[config.mk]
export PLATFORM = sky130hd
export DESIGN_NAME = bst_tap
export DESIGN_NICKNAME = d
export VERILOG_FILES = /design/src/bst_pkg.sv /design/src/bst_sync.sv /design/src/bst_tap.sv
export VERILOG_INCLUDE_DIRS = /design/src /design/src/src
export SDC_FILE = /design/constraint.sdc
export NUM_CORES = 1
export LEC_CHECK = 0
export ABC_CLOCK_PERIOD_IN_PS = 2500
export BUFFER_PORTS_ARGS = -buffer_cell sky130_fd_sc_hd__buf_2
export CORE_MARGIN = 3
export CORE_UTILIZATION = 50
export CTS_CLUSTER_DIAMETER = 200
export DETAILED_ROUTE_END_ITERATION = 8
export PLACE_DENSITY = 0.73
export REMOVE_ABC_BUFFERS = 1
export SKIP_LAST_GASP = 1
export SLEW_MARGIN = 40
export SYNTH_ARGS = -nofsm -noshare
export SYNTH_HDL_FRONTEND = slang
export SYNTH_SLANG_ARGS = --single-unit
[constraint.sdc]
create_clock -name i_clk -period 2.5 [get_ports i_clk]
set_input_delay 0.25 -clock i_clk [delete_from_list [all_inputs] [get_ports i_clk]]
set_output_delay 0.25 -clock i_clk [all_outputs]
set_load 0.01 [all_outputs]
[src/bst_consts.svh]
/*
  Constants of the boundary scan test port: instruction codes,
  register widths and reset values.
  Assumes it is included by bare name wherever these values are used.
*/
`ifndef BST_CONSTS_SVH
`define BST_CONSTS_SVH

// Instruction register width and instruction codes.
`define BST_IR_W 4
`define BST_IR_EXTEST 4'h0
`define BST_IR_SAMPLE 4'h1
`define BST_IR_IDCODE 4'h2
`define BST_IR_BYPASS 4'hF

// Fixed pattern captured into the instruction shifter.
`define BST_IR_CAPTURE 4'h1

// Identification register width and default value (value is arbitrary).
`define BST_ID_W 32
`define BST_IDCODE_DEF 32'h0ABC_D001

// Link clock period in ns and core clock period in ns.
`define BST_TCK_NS 400
`define BST_CLK_NS 50

`endif

[src/bst_pkg.sv]
/*
  Types of the boundary scan test port: the controller state set.
  Assumes nothing beyond a SystemVerilog compiler.
*/
package bst_pkg;

  // The sixteen controller states.
  typedef enum logic [3:0] {
    ST_TLR, ST_RTI,
    ST_SEL_DR, ST_CAP_DR, ST_SHIFT_DR, ST_EXIT1_DR, ST_PAUSE_DR,
    ST_EXIT2_DR, ST_UPD_DR,
    ST_SEL_IR, ST_CAP_IR, ST_SHIFT_IR, ST_EXIT1_IR, ST_PAUSE_IR,
    ST_EXIT2_IR, ST_UPD_IR
  } bst_state_e;

endpackage : bst_pkg

[src/bst_sync.sv]
/*
  Two-stage synchroniser for a group of asynchronous levels.
  Assumes the inputs may change at any time relative to i_clk.
*/
`timescale 1ns/1ns
module bst_sync #(
  parameter int W = 1
) (
  input wire logic i_clk,
  input wire logic i_rst_n,
  input wire logic [W-1:0] i_async,
  output logic [W-1:0] o_sync
);
  typedef struct packed {
    logic [W-1:0] s1;
    logic [W-1:0] s2;
  } bst_sync_s;

  bst_sync_s sync_reg;
  bst_sync_s sync_next;

  // The first stage feeds only the second stage.
  always_comb begin
    sync_next.s1 = i_async;
    sync_next.s2 = sync_reg.s1;
  end

  // Both stages clear on reset.
  always_ff @(posedge i_clk or negedge i_rst_n) begin
    if (!i_rst_n) begin
      sync_reg <= '0;
    end else begin
      sync_reg <= sync_next;
    end
  end

  assign o_sync = sync_reg.s2;

endmodule : bst_sync

[src/bst_tap.sv]
/*
  Boundary scan test access port: controller, instruction register,
  bypass, identification and boundary registers.
  Assumes the test clock is at least four core clock periods long and
  that the pin driver combines o_tdo with o_tdo_oe.
  // Overview of operation
  // - Five test pins: mode, clock, in, out, reset.
  // - Inputs sampled on rise, output on fall.
  // - Sixteen-state controller advancing only on clock edges.
  // - Controller routes serial path to selected register.
  // - Four instructions, each selecting its register.
  // - Reset loads the identification instruction.
  // - Identification selects a 32-bit code register.
  // - Bypass is one shift stage.
  // - Sample leaves pin to core paths untouched.
  // - Boundary cells capture pin values in Capture-DR.
  // - Preload moves shifted data into output latches.
  // - Capture shifts out while preload shifts in.
  // - Extest drives latched values onto pins immediately.
  // - Test output floats unless shifting.
*/
`timescale 1ns/1ns
`include "bst_consts.svh"
module bst_tap #(
  parameter int N_IN = 8,
  parameter int N_OUT = 8,
  parameter logic [`BST_ID_W-1:0] IDCODE = `BST_IDCODE_DEF
) (
  input wire logic i_clk,
  input wire logic i_rst_n,
  input wire logic i_tck,
  input wire logic i_tms,
  input wire logic i_tdi,
  input wire logic i_trst_n,
  output logic o_tdo,
  output logic o_tdo_oe,
  output bst_pkg::bst_state_e o_state,
  input wire logic [N_IN-1:0] i_pin_in,
  output logic [N_IN-1:0] o_core_in,
  input wire logic [N_OUT-1:0] i_core_out,
  output logic [N_OUT-1:0] o_pin_out
);
  import bst_pkg::*;

  localparam int BW = N_IN + N_OUT;
  localparam int IRW = `BST_IR_W;

  // Refuse sizes the boundary chain cannot serve.
  if (N_IN < 1 || N_OUT < 1) begin : g_size_check
    $error("bst_tap: N_IN and N_OUT must each be at least one");
  end

  typedef struct packed {
    bst_state_e st;
    logic [IRW-1:0] ir_sh;
    logic [IRW-1:0] ir;
    logic byp;
    logic [`BST_ID_W-1:0] id_sh;
    logic [BW-1:0] bsr_sh;
    logic [N_OUT-1:0] bsr_upd;
    logic tdo;
    logic tdo_oe;
    logic tck_prev;
    logic armed; // Low for one clock after any reset.
  } bst_tap_s;

  bst_tap_s tap_reg;
  bst_tap_s tap_next;
  logic tck_s;
  logic tms_s;
  logic tdi_s;
  logic rise;
  logic fall;
  logic sel_bsr;
  logic sel_id;
  logic sel_byp;
  logic rst_all_n;

  // Pins from the test controller cross into the core clock here.
  bst_sync #(.W(3)) u_sync (
    .i_clk(i_clk),
    .i_rst_n(i_rst_n),
    .i_async({i_tck, i_tms, i_tdi}),
    .o_sync({tck_s, tms_s, tdi_s})
  );

  // Edges of the test clock as seen by the core clock. No edge is taken
  // in the first clock after either reset, so a test clock left high
  // across a test reset is not mistaken for a rise.
  assign rise = tap_reg.armed & tck_s & ~tap_reg.tck_prev;
  assign fall = tap_reg.armed & ~tck_s & tap_reg.tck_prev;

  // Instruction decode; unknown codes fall back to bypass.
  assign sel_bsr = (tap_reg.ir == `BST_IR_EXTEST) ||
                   (tap_reg.ir == `BST_IR_SAMPLE);
  assign sel_id = (tap_reg.ir == `BST_IR_IDCODE);
  assign sel_byp = ~sel_bsr & ~sel_id;

  // Test reset acts without the clock, like the system reset.
  assign rst_all_n = i_rst_n & i_trst_n;

  // Next controller state for a given mode select level.
  function automatic bst_state_e tap_step(bst_state_e s, logic m);
    bst_state_e ns;
    ns = ST_TLR;
    case (s)
      ST_TLR: ns = m ? ST_TLR : ST_RTI;
      ST_RTI: ns = m ? ST_SEL_DR : ST_RTI;
      ST_SEL_DR: ns = m ? ST_SEL_IR : ST_CAP_DR;
      ST_CAP_DR: ns = m ? ST_EXIT1_DR : ST_SHIFT_DR;
      ST_SHIFT_DR: ns = m ? ST_EXIT1_DR : ST_SHIFT_DR;
      ST_EXIT1_DR: ns = m ? ST_UPD_DR : ST_PAUSE_DR;
      ST_PAUSE_DR: ns = m ? ST_EXIT2_DR : ST_PAUSE_DR;
      ST_EXIT2_DR: ns = m ? ST_UPD_DR : ST_SHIFT_DR;
      ST_UPD_DR: ns = m ? ST_SEL_DR : ST_RTI;
      ST_SEL_IR: ns = m ? ST_TLR : ST_CAP_IR;
      ST_CAP_IR: ns = m ? ST_EXIT1_IR : ST_SHIFT_IR;
      ST_SHIFT_IR: ns = m ? ST_EXIT1_IR : ST_SHIFT_IR;
      ST_EXIT1_IR: ns = m ? ST_UPD_IR : ST_PAUSE_IR;
      ST_PAUSE_IR: ns = m ? ST_EXIT2_IR : ST_PAUSE_IR;
      ST_EXIT2_IR: ns = m ? ST_UPD_IR : ST_SHIFT_IR;
      ST_UPD_IR: ns = m ? ST_SEL_DR : ST_RTI;
      default: ns = ST_TLR;
    endcase
    return ns;
  endfunction : tap_step

  // Controller, register actions on the rise and output on the fall.
  always_comb begin
    tap_next = tap_reg;
    tap_next.tck_prev = tck_s;
    tap_next.armed = 1'b1;
    if (rise) begin
      tap_next.st = tap_step(tap_reg.st, tms_s);
      case (tap_reg.st)
        ST_CAP_IR: begin
          tap_next.ir_sh = `BST_IR_CAPTURE;
        end
        ST_SHIFT_IR: begin
          tap_next.ir_sh = {tdi_s, tap_reg.ir_sh[IRW-1:1]};
        end
        ST_UPD_IR: begin
          tap_next.ir = tap_reg.ir_sh;
        end
        ST_CAP_DR: begin
          if (sel_bsr) begin
            tap_next.bsr_sh = {i_pin_in, i_core_out};
          end
          if (sel_id) begin
            tap_next.id_sh = IDCODE;
          end
          if (sel_byp) begin
            tap_next.byp = 1'b0;
          end
        end
        ST_SHIFT_DR: begin
          // Captured bits leave while new bits enter.
          if (sel_bsr) begin
            tap_next.bsr_sh = {tdi_s, tap_reg.bsr_sh[BW-1:1]};
          end
          if (sel_id) begin
            tap_next.id_sh = {tdi_s, tap_reg.id_sh[`BST_ID_W-1:1]};
          end
          if (sel_byp) begin
            tap_next.byp = tdi_s;
          end
        end
        ST_UPD_DR: begin
          if (sel_bsr) begin
            tap_next.bsr_upd = tap_reg.bsr_sh[N_OUT-1:0];
          end
        end
        default: begin
        end
      endcase
    end
    if (fall) begin
      // Drive only while a shift state is in force.
      tap_next.tdo_oe = (tap_reg.st == ST_SHIFT_IR) ||
                        (tap_reg.st == ST_SHIFT_DR);
      if (tap_reg.st == ST_SHIFT_IR) begin
        tap_next.tdo = tap_reg.ir_sh[0];
      end else if (sel_bsr) begin
        tap_next.tdo = tap_reg.bsr_sh[0];
      end else if (sel_id) begin
        tap_next.tdo = tap_reg.id_sh[0];
      end else begin
        tap_next.tdo = tap_reg.byp;
      end
    end
    if (tap_reg.st == ST_TLR) begin
      tap_next.ir = `BST_IR_IDCODE;
    end
  end

  // State register; either reset returns to the reset state.
  always_ff @(posedge i_clk or negedge rst_all_n) begin
    if (!rst_all_n) begin
      tap_reg <= '{st: ST_TLR, ir_sh: `BST_IR_CAPTURE,
                   ir: `BST_IR_IDCODE, byp: 1'b0, id_sh: '0,
                   bsr_sh: '0, bsr_upd: '0, tdo: 1'b0,
                   tdo_oe: 1'b0, tck_prev: 1'b0,
                   armed: 1'b0};
    end else begin
      tap_reg <= tap_next;
    end
  end

  // Pin to core path always passes straight through; core to pin unless extest is current.
  assign o_core_in = i_pin_in;
  assign o_pin_out = (tap_reg.ir == `BST_IR_EXTEST) ?
                     tap_reg.bsr_upd : i_core_out;
  assign o_tdo = tap_reg.tdo;
  assign o_tdo_oe = tap_reg.tdo_oe;
  assign o_state = tap_reg.st;

  // Count of consecutive test clock rises with mode select high.
  logic [2:0] ones_cnt;
  always_ff @(posedge i_clk or negedge rst_all_n) begin
    if (!rst_all_n) begin
      ones_cnt <= 3'h0;
    end else if (rise) begin
      ones_cnt <= !tms_s ? 3'h0 : (ones_cnt == 3'h5) ? 3'h5 :
                  3'(ones_cnt + 3'h1);
    end
  end
endmodule : bst_tap

==> impl_table.tex <==
\begin{tabular}{lr}
\hline
Metric & Value \\
\hline
\multicolumn{2}{l}{\textbf{Floorplan}} \\
\quad Die width & 91.4 um \\
\quad Overall die height & 91.4 um \\
\quad Number of rows in the core area & 30 \\
\quad Overall die area & 8350 um2 \\
\quad Initial core utilization & 52.5\% \\
\quad Top-Level Pins & 44 \\
\quad Area of the core & 6940 um2 \\
\multicolumn{2}{l}{\textbf{Flow run}} \\
\quad Max Cap Viol & 0 \\
\multicolumn{2}{l}{\textbf{Finish}} \\
\quad Number of flip-flops under the largest register name & 67 \\
\quad Utilization after layout & 58.2\% \\
\quad Leading cell type in the layout, fill and taps excluded & sky130\_fd\_sc\_hd\_\_dfrtp\_1 \\
\quad Final net count & 412 \\
\quad Most used cells in the layout excluding fill and tap cells & 77 x sky130\_fd\_sc\_hd\_\_dfrtp\_1, 71 x sky130\_fd\_sc\_hd\_\_nand2\_1, 56 x sky130\_fd\_sc\_hd\_\_o21ai\_0 \\
\quad Signed area change from the synthesized netlist to the final layout & 10.8\% \\
\quad Antenna Cells & 0 \\
\quad Fraction of layout instances using a drive strength above 1 & 22.6\% \\
\multicolumn{2}{l}{\textbf{Clock network}} \\
\quad CTS hold repair buffers & 2 \\
\quad Buffers inserted by post-CTS timing repair & 0 \\
\quad TritonCTS clock tree & yes \\
\quad CTS H-tree depth & 3 \\
\quad Clock sink total & 79 \\
\quad Clk slew on worst S/H paths & 0.07 ns \\
\quad Buffer levels on the longest clock path & 2 \\
\quad Number of instances resized during post-cts repair & 0 \\
\quad Clock buffers created by TritonCTS & 9 \\
\quad Library cell used as clock root buffer & sky130\_fd\_sc\_hd\_\_clkbuf\_8 \\
\quad Later-pin clock latency in the skew report & 0.34 ns \\
\multicolumn{2}{l}{\textbf{GRT}} \\
\quad Overflow left after global routing & 0 \\
\quad Global-route total usage across every layer & 16.5\% \\
\quad Pin count of the biggest net entering global routing & 74 \\
\quad Number of global-route vias before repair & 2,451 \\
\quad Global-route wire length before repair & 11,300 um \\
\quad Number of antenna violations at the first check in global routing & 0 \\
\multicolumn{2}{l}{\textbf{Pwr}} \\
\quad VDD IR-drop max & 0.000481 V \\
\quad Power Dens Cells & 793 nW/um2 \\
\quad Leakage Power & 1.86 nW \\
\multicolumn{2}{l}{\textbf{STA}} \\
\quad Period minus WS final & 2.18 ns \\
\quad Number of endpoints with negative hold slack in the final report & 0 \\
\quad Unrepaired setup endpoints after global routing & no \\
\quad Share of the clock period used by the worst path after layout & 87.2\% \\
\quad Setup ws final & 0.320 ns \\
\quad Fmax & 0.459 GHz \\
\quad Clock skew after layout & 0.0133 ns \\
\quad Pins Over Slew Limit & 0 \\
\quad Final number of setup-violating endpoints & 0 \\
\quad Slew margin rel. & 52.4\% \\
\quad Tightest Pin Transition & 0.708 ns \\
\multicolumn{2}{l}{\textbf{Setup path}} \\
\quad Startpoint kind of the worst setup timing path & flop \\
\quad Critical R2R Capture & tap\_reg[15] \\
\quad Start of the worst register-to-register path & o\_state[2] \\
\quad CP endpoint kind & output port \\
\quad Largest fanout on the critical path & 8 \\
\quad Number of cell instances on the worst register-to-register path & 6 \\
\quad Arrival time worst endpoint & 1.93 ns \\
\quad Setup CP Type & reg2out \\
\quad FF-to-FF setup slack & 0.42 ns \\
\quad Required time worst endpoint & 2.25 ns \\
\multicolumn{2}{l}{\textbf{Synth}} \\
\quad Count of yosys warnings during synthesis & 0 \\
\quad Number of enable flip-flop cells after synthesis & 0 \\
\quad Post-synth cell types & 43 \\
\quad Cells after synthesis & 363 \\
\quad Mapped cell area & 3650 um2 \\
\quad Sequential share of the synthesized area & 54.3\% \\
\quad Proportion of synthesized flip-flops having asynchronous set or reset & 100\% \\
\quad Top FF cell, synth & sky130\_fd\_sc\_hd\_\_dfrtp\_1 \\
\quad Post-synthesis register bit count & 79 \\
\quad Synthesized area per cell & 10.0 um2 \\
\multicolumn{2}{l}{\textbf{Route}} \\
\quad Detailed Route Iter0 Violations & 97 \\
\quad Post-route DRC & 0 \\
\quad First-pass detailed-route iteration total & 4 \\
\quad Routed length per instance & 13.3 um \\
\quad Via density per instance & 5.15 \\
\quad Vias after detailed routing & 2,523 \\
\quad Wirelength, routed & 6520 um \\
\quad Post-DRT Antenna Nets & 0 \\
\multicolumn{2}{l}{\textbf{Placed design}} \\
\quad Worst slack, placed & 0.435 ns \\
\quad Half-perimeter wire length after placement & 4360 um \\
\quad Global placer's final weighted congestion & 0.863 \\
\quad Total of buffers placed on input and output ports & 43 \\
\multicolumn{2}{l}{\textbf{Worst hold path}} \\
\quad Worst Hold Path EP & u\_sync.sync\_next[0] \\
\quad Worst hold-check path type & in2reg \\
\quad Worst Hold Depth & 1 \\
\quad Worst min-delay path startpoint & i\_tdi \\
\multicolumn{2}{l}{\textbf{Status}} \\
\quad Run status & finished, final reports clean \\
\hline
\end{tabular}
-- worst max-delay path by stage --
stage                         to        start
finish              o_pin_out[6]  tap_reg[61]
global route        o_pin_out[6]  tap_reg[61]
global placement     tap_reg[27]   o_state[0]
detailed placement   tap_reg[21]   o_state[2]
floorplan            tap_reg[12]   o_state[3]
CTS                 o_pin_out[4]  tap_reg[61]
-- per-stage QoR --
| step | setup TNS [ns] | power (W) | instances | instance area, um2 | hold WS [ns] |
|---|---|---|---|---|---|
| 2_1_floorplan | -37.46 | 0.00208 | 327 | 3430 | -0.0456 |
| 3_3_place_gp | 0 | 0.00229 | 473 | 3830 | 0.0817 |
| 3_5_place_dp | 0 | 0.00232 | 473 | 3830 | 0.0853 |
| 4_1_cts | 0 | 0.00323 | 490 | 4040 | 0.00571 |
| 5_1_grt | 0 | 0.00340 | 490 | 4040 | 0.00189 |
| 6_report | 0 | 0.00320 | 490 | 4040 | 0.0237 |
-- worst max-delay path: stages (launching register included) --
cell,delay [ns]
sky130_fd_sc_hd__dfrtp_1,0.45
sky130_fd_sc_hd__nor4_4,0.61
sky130_fd_sc_hd__mux2_2,0.40
sky130_fd_sc_hd__buf_2,0.14
-- metal layers --
layer  vias to the layer above  routed length (um)  track usage [%]
met5                         -                   0                0
li1                       1279                   -                -
met2                        39                3170             26.7
met3                        10                 214             3.40
met4                         0                  90             7.04
met1                      1195                3050             21.5
-- synth_stat cells (all sizes together) (3+ instances only) --
cell / number / area share [%]
dfrtp: 77 / 53
nand2: 71 / 7.3
o21ai: 59 / 8.1
buf: 25 / 4.7
nor2: 20 / 2.1
mux2: 18 / 5.6
mux2i: 16 / 4.4
clkbuf: 11 / 1.2
nand3: 9 / 1.2
inv: 7 / 0.72
a31oi: 5 / 0.86
a21oi: 4 / 0.55
nor3: 4 / 0.55
and2: 3 / 0.51
nor2b: 3 / 0.51
o211ai: 3 / 0.62
-- logic make-up (layout without fill, tap and decap cells) --
kind of cell	after synthesis	after routing	synth area share, %
muxes	34	34	9.95
DFF	79	79	54.3
other	1	1	0.103
and+or+nand+nor	122	122	15.5
AOI/OAI and AO/OA	84	84	13.5
buffers and inverters	43	74	6.62
-- area by class of cell --
type,count,area (um2)
Clock inverter,3,43.8
Clock buffer,12,145
Timing Repair Buffer,52,300
Inverter,7,26.3
Multi-Input combinational cell,241,1430
Fill cell,616,2900
Tap cell,96,120
Sequential cell,79,1980
-- power breakdown --
part	total, W	switching [W]	internal, W
registers	0.00159	0.000168	0.00143
clock network	0.000910	0.000425	0.000484
logic	0.000699	0.000402	0.000297
total	0.00320	0.000996	0.00221
Note: power is estimated with default switching activity, not from simulation.
